File: config.mk
export PLATFORM = sky130hd
export DESIGN_NAME = scs_sequencer
export DESIGN_NICKNAME = d
export VERILOG_FILES = /design/src/scs_sequencer.v
export VERILOG_INCLUDE_DIRS = /design/src /design/src/src
export SDC_FILE = /design/constraint.sdc
export NUM_CORES = 1
export LEC_CHECK = 0
export BUFFER_PORTS_ARGS = -buffer_cell sky130_fd_sc_hd__buf_2
export CAP_MARGIN = 20
export CORE_MARGIN = 1
export CORE_UTILIZATION = 57
export DETAILED_ROUTE_END_ITERATION = 7
export PLACE_DENSITY = 0.84
export RECOVER_POWER = 25
export REMOVE_ABC_BUFFERS = 1
export SYNTH_ARGS = -nofsm -noshare
export SYNTH_HDL_FRONTEND = slang
export SYNTH_SLANG_ARGS = --single-unit
File: constraint.sdc
create_clock -name REF_CLK_IN -period 2.58 [get_ports REF_CLK_IN]
set_input_delay 0.516 -clock REF_CLK_IN [delete_from_list [all_inputs] [get_ports REF_CLK_IN]]
set_output_delay 0.516 -clock REF_CLK_IN [all_outputs]
set_load 0.02 [all_outputs]
File: src/scs_consts.vh
// Constants for the successive-approximation conversion sequencer.
// Assumes a 250 MHz reference clock; included by bare name.
`ifndef SCS_CONSTS_VH
`define SCS_CONSTS_VH
`define SCS_RES_BITS     16
`define SCS_CLK_MHZ      250
`define SCS_RATE_KSPS    250
`define SCS_PERIOD_CYC   16'h03E8
`define SCS_CODE_ZERO    16'h0000
`define SCS_CODE_MID     16'h8000
`define SCS_CODE_FULL    16'hFFFF
`define SCS_MSB_POS      4'hF
`define SCS_ST_ACQ       3'h0
`define SCS_ST_OPEN      3'h1
`define SCS_ST_HOLD      3'h2
`define SCS_ST_TRIAL     3'h3
`define SCS_ST_DECIDE    3'h4
`define SCS_ST_DONE      3'h5
`define SCS_ST_SETTLE    3'h6
`endif

File: src/scs_sequencer.v
// Successive-approximation conversion sequencer for a 16-bit converter.
// Assumes the convert input and comparator come from outside the clock
// domain, and that the analog switch drivers follow the outputs directly.
//
// Function
// - A convert input rising edge ends acquisition and starts a conversion.
// - A conversion opens both ground switches, then grounds the arrays.
// - Sixteen trials run MSB first; the comparator keeps or clears each bit.
// - After the last trial, on one edge: power down, acquire, latch the code, flag done.
// - Timing comes from the on-chip clock and never from the serial clock.
// - Each result is of the sample at its own start, with no latency.
// - The result is straight binary from 0000 through 8000 to FFFF.
// - Over-range saturates at FFFF and under-range gives 0000 without wrap.
// - Conversions run at up to 250 kSPS with power-down between them; faster starts still run and set RATE_VIOLATION_OUT.
// - Once started, a conversion completes whatever the convert input does.
`timescale 1ns/1ns
`include "scs_consts.vh"
module scs_sequencer #(
  parameter WIDTH = `SCS_RES_BITS
) (
  // Clock and reset.
  input  wire             REF_CLK_IN,
  input  wire             RST_N_IN,
  // Host convert input and comparator.
  input  wire             CONVERT_START_INPUT_IN,
  input  wire             COMPARATOR_IN,
  // Analog switch control.
  output reg              POSITIVE_ARRAY_GROUND_SWITCH_OUT,
  output reg              NEGATIVE_ARRAY_GROUND_SWITCH_OUT,
  output reg              ARRAY_TO_INPUT_OUT,
  output reg  [WIDTH-1:0] TRIAL_WEIGHTS_OUT,
  output reg              POWER_UP_OUT,
  // Result to the serial output logic.
  output reg              BUSY_OUT,
  output reg              DONE_STROBE_OUT,
  output reg  [WIDTH-1:0] RESULT_OUT,
  output reg              RATE_VIOLATION_OUT
);

  // --------------------------------------------------------------------
  // Input synchronisers.
  // --------------------------------------------------------------------
  reg        cnv_meta_reg;
  reg        cnv_sync_reg;
  reg        cnv_prev_reg;
  reg        cmp_meta_reg;
  reg        cmp_sync_reg;
  wire       cnv_rise;

  always @(posedge REF_CLK_IN or negedge RST_N_IN) begin
    if (!RST_N_IN) begin
      cnv_meta_reg <= 1'b0;
      cnv_sync_reg <= 1'b0;
      cnv_prev_reg <= 1'b0;
      cmp_meta_reg <= 1'b0;
      cmp_sync_reg <= 1'b0;
    end else begin
      cnv_meta_reg <= CONVERT_START_INPUT_IN;
      cnv_sync_reg <= cnv_meta_reg;
      cnv_prev_reg <= cnv_sync_reg;
      cmp_meta_reg <= COMPARATOR_IN;
      cmp_sync_reg <= cmp_meta_reg;
    end
  end

  assign cnv_rise = cnv_sync_reg & ~cnv_prev_reg;

  // --------------------------------------------------------------------
  // Sequencer state.
  // --------------------------------------------------------------------
  localparam ST_ACQ    = `SCS_ST_ACQ;
  localparam ST_OPEN   = `SCS_ST_OPEN;
  localparam ST_HOLD   = `SCS_ST_HOLD;
  localparam ST_TRIAL  = `SCS_ST_TRIAL;
  localparam ST_DECIDE = `SCS_ST_DECIDE;
  localparam ST_DONE   = `SCS_ST_DONE;
  localparam ST_SETTLE = `SCS_ST_SETTLE;
  localparam [15:0] PERIOD = `SCS_PERIOD_CYC;

  reg  [2:0]       state_reg;
  reg  [2:0]       state_next;
  reg  [3:0]       bit_reg;
  reg  [3:0]       bit_next;
  reg  [WIDTH-1:0] code_reg;
  reg  [WIDTH-1:0] code_next;
  reg  [15:0]      gap_reg;
  wire [WIDTH-1:0] bit_mask;

  assign bit_mask = {{(WIDTH-1){1'b0}}, 1'b1} << bit_reg;

  always @* begin
    state_next = state_reg;
    bit_next   = bit_reg;
    code_next  = code_reg;
    case (state_reg)
      ST_ACQ: begin
        if (cnv_rise) begin
          state_next = ST_OPEN;
        end
      end
      ST_OPEN: begin
        state_next = ST_HOLD;
      end
      ST_HOLD: begin
        state_next = ST_TRIAL;
        bit_next   = `SCS_MSB_POS;
        code_next  = `SCS_CODE_MID;
      end
      ST_TRIAL: begin
        state_next = ST_SETTLE;
      end
      ST_SETTLE: begin
        // Waits for the comparator to cross both synchroniser stages.
        state_next = ST_DECIDE;
      end
      ST_DECIDE: begin
        // Comparator high means the trial overshot, so the bit clears.
        if (cmp_sync_reg) begin
          code_next = code_reg & ~bit_mask;
        end
        if (bit_reg == 4'h0) begin
          state_next = ST_DONE;
        end else begin
          bit_next   = bit_reg - 4'h1;
          code_next  = (cmp_sync_reg ? (code_reg & ~bit_mask) : code_reg)
                       | (bit_mask >> 1);
          state_next = ST_TRIAL;
        end
      end
      ST_DONE: begin
        state_next = ST_ACQ;
      end
      default: begin
        state_next = ST_ACQ;
      end
    endcase
  end

  // --------------------------------------------------------------------
  // Sequencer registers.
  // --------------------------------------------------------------------
  always @(posedge REF_CLK_IN or negedge RST_N_IN) begin
    if (!RST_N_IN) begin
      state_reg <= ST_ACQ;
      bit_reg   <= 4'h0;
      code_reg  <= `SCS_CODE_ZERO;
    end else begin
      state_reg <= state_next;
      bit_reg   <= bit_next;
      code_reg  <= code_next;
    end
  end

  // --------------------------------------------------------------------
  // Conversion spacing monitor.
  // --------------------------------------------------------------------
  wire start_take;
  wire gap_short;

  assign start_take = (state_reg == ST_ACQ) && cnv_rise;
  assign gap_short  = (gap_reg != 16'h0000) && (gap_reg < PERIOD);

  always @(posedge REF_CLK_IN or negedge RST_N_IN) begin
    if (!RST_N_IN) begin
      gap_reg            <= 16'h0000;
      RATE_VIOLATION_OUT <= 1'b0;
    end else begin
      if (start_take) begin
        gap_reg            <= 16'h0001;
        RATE_VIOLATION_OUT <= gap_short;
      end else if (gap_short) begin
        gap_reg <= gap_reg + 16'h0001;
      end
    end
  end

  // --------------------------------------------------------------------
  // Analog switch drivers.
  // --------------------------------------------------------------------
  always @(posedge REF_CLK_IN or negedge RST_N_IN) begin
    if (!RST_N_IN) begin
      POSITIVE_ARRAY_GROUND_SWITCH_OUT <= 1'b1;
      NEGATIVE_ARRAY_GROUND_SWITCH_OUT <= 1'b1;
      ARRAY_TO_INPUT_OUT               <= 1'b1;
      POWER_UP_OUT                     <= 1'b0;
    end else begin
      POSITIVE_ARRAY_GROUND_SWITCH_OUT <= (state_next == ST_ACQ);
      NEGATIVE_ARRAY_GROUND_SWITCH_OUT <= (state_next == ST_ACQ);
      ARRAY_TO_INPUT_OUT <= (state_next == ST_ACQ) ||
                            (state_next == ST_OPEN);
      POWER_UP_OUT       <= (state_next != ST_ACQ);
    end
  end

  // --------------------------------------------------------------------
  // Trial pattern driver.
  // --------------------------------------------------------------------
  wire trial_on;

  assign trial_on = (state_next == ST_TRIAL) ||
                    (state_next == ST_SETTLE) ||
                    (state_next == ST_DECIDE);

  always @(posedge REF_CLK_IN or negedge RST_N_IN) begin
    if (!RST_N_IN) begin
      TRIAL_WEIGHTS_OUT <= `SCS_CODE_ZERO;
    end else if (trial_on) begin
      TRIAL_WEIGHTS_OUT <= code_next;
    end else begin
      TRIAL_WEIGHTS_OUT <= `SCS_CODE_ZERO;
    end
  end

  // --------------------------------------------------------------------
  // Completion and result.
  // --------------------------------------------------------------------
  always @(posedge REF_CLK_IN or negedge RST_N_IN) begin
    if (!RST_N_IN) begin
      BUSY_OUT        <= 1'b0;
      DONE_STROBE_OUT <= 1'b0;
      RESULT_OUT      <= `SCS_CODE_ZERO;
    end else begin
      BUSY_OUT        <= (state_next != ST_ACQ);
      DONE_STROBE_OUT <= (state_reg == ST_DONE);
      if (state_reg == ST_DONE) begin
        RESULT_OUT <= code_reg;
      end
    end
  end

endmodule // scs_sequencer
==> flow_summary.json <==
{
  "cp.arrival_ps": 2340,
  "crit_path_max_fanout": 10,
  "antennaDiodeCount": 0,
  "maxSlewHeadroom_pct": -34.07,
  "layout_commonest_cell": "dfrtp_1",
  "busiest_layer": "met2",
  "seqPwrFrac_pct": 47.7,
  "grtUsageMet2_pct": 34.02,
  "rsz0062_at_grt": "no",
  "synth_async_sr_flop_share_pct": 100.0,
  "max_freq_mhz": 487.9,
  "htreeDepth": 3,
  "initial_core_util_pct": 59.04,
  "core_area_um2": 5921,
  "placed_cell_area_um2": 3711,
  "rrSetupSlack_ps": 530,
  "worst_hold_slack_ps": 264.3,
  "pin_count": 43,
  "final_util_pct": 65.79,
  "final_nets": 368,
  "grt_start_max_net_pins": 45,
  "drt-pass1-iter-count": 7,
  "clkLatencyLatePin_ps": 360,
  "die_area_um2": 6451,
  "postLayoutCellArea_um2": 3895,
  "p_leak_nw": 2.007,
  "syn_avg_cell_area_um2": 10.72,
  "pwr-share-comb_pct": 27.2,
  "period_share_pct": 79.44,
  "cts_tree": "done",
  "grt_pass1_wl_um": 10720,
  "hold_viol": 0,
  "setup_viol": 0,
  "cts_sinks": 81,
  "yosys_most_used_dff": "dfrtp_1",
  "critPathLaunch": "bit_reg[0]",
  "grt_remaining_overflow": 0,
  "numCtsBuffers": 9,
  "p_clk_share_pct": 25.1,
  "die_w_um": 80.32,
  "hpwlAfterDp_um": 4353,
  "antenna_found_initial": 0,
  "die_height_um": 80.32,
  "cts_hold_buffers": 0,
  "violations": "capacitance limit, slew limit",
  "viasPerCell": 5.767,
  "totalPowerFinal_mw": 3.424,
  "tns_ps": 0,
  "use_met1_pct": 30.37,
  "min_path_type": "input pin to flip-flop",
  "synthesis.instances": 326,
  "synth_edf_count": 0,
  "drt_iter0_drc": 145,
  "clock-skew-final_ps": 9.504,
  "power.switching_mw": 1.253,
  "reg2reg_to": "TRIAL_WEIGHTS_OUT[11]",
  "port_buffers": 42,
  "internal-power_mw": 2.171,
  "gp_congestion": 0.8969,
  "crit_required_ps": 2870,
  "cts_resized": 0,
  "worstMarginPinSlew_ps": 2011,
  "wl_per_cell_um": 14.87,
  "track_usage_pct": 22.56,
  "vias": 2520,
  "peakVddDrop_v": 0.0004008,
  "use_met3_pct": 5.568,
  "final_cell_mix": "dfrtp_1 (79), buf_2 (41), nand2_1 (34)",
  "endpoint": "TRIAL_WEIGHTS_OUT[11]",
  "worstSetupPathType": "flip-flop to flip-flop",
  "ys_seq_elements": 81,
  "yosysUniqueCellTypes": 44,
  "swShare_pct": 36.59,
  "period_minus_slack_ps": 2050,
  "ys_seq_area_share_pct": 58.05,
  "syn_area_um2": 3496,
  "endpoint_kind": "flip-flop",
  "drc_errors": 0,
  "reg2reg_depth": 6,
  "maxSlewViolCount": 38,
  "clk_root_buffer_cell": "clkbuf_8",
  "clkTransAtPathRegs_ps": 80,
  "outcome": "complete, but fails checks",
  "ant_nets": 0,
  "yosysWarningCount": 0,
  "startpoint_type": "flip-flop",
  "totalWireLength_um": 6499,
  "regToRegStartpoint": "bit_reg[0]",
  "drive_gt1_share_pct": 21.55,
  "cap_viol_max_count": 1,
  "post_cts_buffers": 0,
  "first_global_vias": 2366,
  "holdPathStages": 1,
  "areaGrowthSynthToFinish_pct": 11.42,
  "row_count": 28,
  "clockBufferDepth": 2,
  "p_per_area_nw_per_um2": 879.1
}
## metal layers
| metal | part of all wire [%] | wire, um |
|---|---|---|
| met1 | 47 | 3042 |
| met2 | 46 | 2974 |
| met3 | 5.7 | 369 |
| met4 | 1.7 | 112 |
| met5 | 0 | 0 |
## critical path, stage by stage, from the launching register on
cell,delay [ps]
dfrtp_1,480
inv_1,120
ha_1,350
nand2_1,180
a21oi_1,100
a21oi_1,530
and2_1,220
## synth_stat cells, types with 4 or more instances
master | number | area [um2]
dfrtp_1 | 79 | 1977
nand2_1 | 34 | 127.6
nor2_1 | 22 | 82.58
a21oi_1 | 18 | 90.09
o21ai_0 | 18 | 90.09
and2_1 | 16 | 100.1
nand3_1 | 15 | 75.07
clkbuf_1 | 13 | 48.80
a31oi_1 | 11 | 68.82
mux2_2 | 11 | 123.9
and3_1 | 8 | 50.05
ha_1 | 7 | 87.58
nor4_1 | 7 | 43.79
xnor2_1 | 7 | 61.31
inv_1 | 6 | 22.52
buf_2 | 5 | 25.02
nor2b_1 | 5 | 31.28
buf_4 | 4 | 30.03
nand4_1 | 4 | 25.02
## final cells by class
| cell class | instances | area (um2) |
|---|---|---|
| clock buffer | 10 | 137.6 |
| clock inverter | 6 | 50.05 |
| fill | 437 | 2026 |
| inverter | 6 | 22.52 |
| multi-input combinational | 215 | 1325 |
| sequential | 81 | 2029 |
| tap | 75 | 93.84 |
| timing repair buffer | 44 | 236.5 |
## worst min-delay path by stage
stage                  start           end
6_report       COMPARATOR_IN  cmp_meta_reg
5_1_grt        COMPARATOR_IN  cmp_meta_reg
4_1_cts             RST_N_IN   gap_reg[11]
3_5_place_dp    cnv_meta_reg  cnv_sync_reg
3_3_place_gp    cmp_meta_reg  cmp_sync_reg
2_1_floorplan       RST_N_IN      BUSY_OUT
## power by group through the flow
| stage | Combinational [mW] | Clock [mW] | Sequential [mW] |
|---|---|---|---|
| 5_1_grt | 1.05 | 0.929 | 1.66 |
| 4_1_cts | 0.936 | 0.880 | 1.63 |
| 2_1_floorplan | 0.566 | 0 | 1.71 |
| 3_5_place_dp | 0.931 | 0 | 1.65 |
| 6_report | 0.933 | 0.858 | 1.63 |
| 3_3_place_gp | 0.898 | 0 | 1.64 |
## metrics by stage
stage / setup WS, ps / std cells
3_5_place_dp: 577.3 / 421
3_3_place_gp: 677.9 / 421
2_1_floorplan: 813.5 / 302
6_report: 530.4 / 437
4_1_cts: 547.0 / 437
5_1_grt: 231.4 / 437
## cell families after synthesis
family / Yosys count / synth area share [%]
buf+inv: 30 / 4.044
xor+xnor: 8 / 2.004
fa+ha+maj: 7 / 2.505
mux: 12 / 3.830
flops: 81 / 58.05
compound gates: 62 / 10.52
simple gates: 126 / 19.04
No activity file was read; power rests on OpenSTA's default activity.
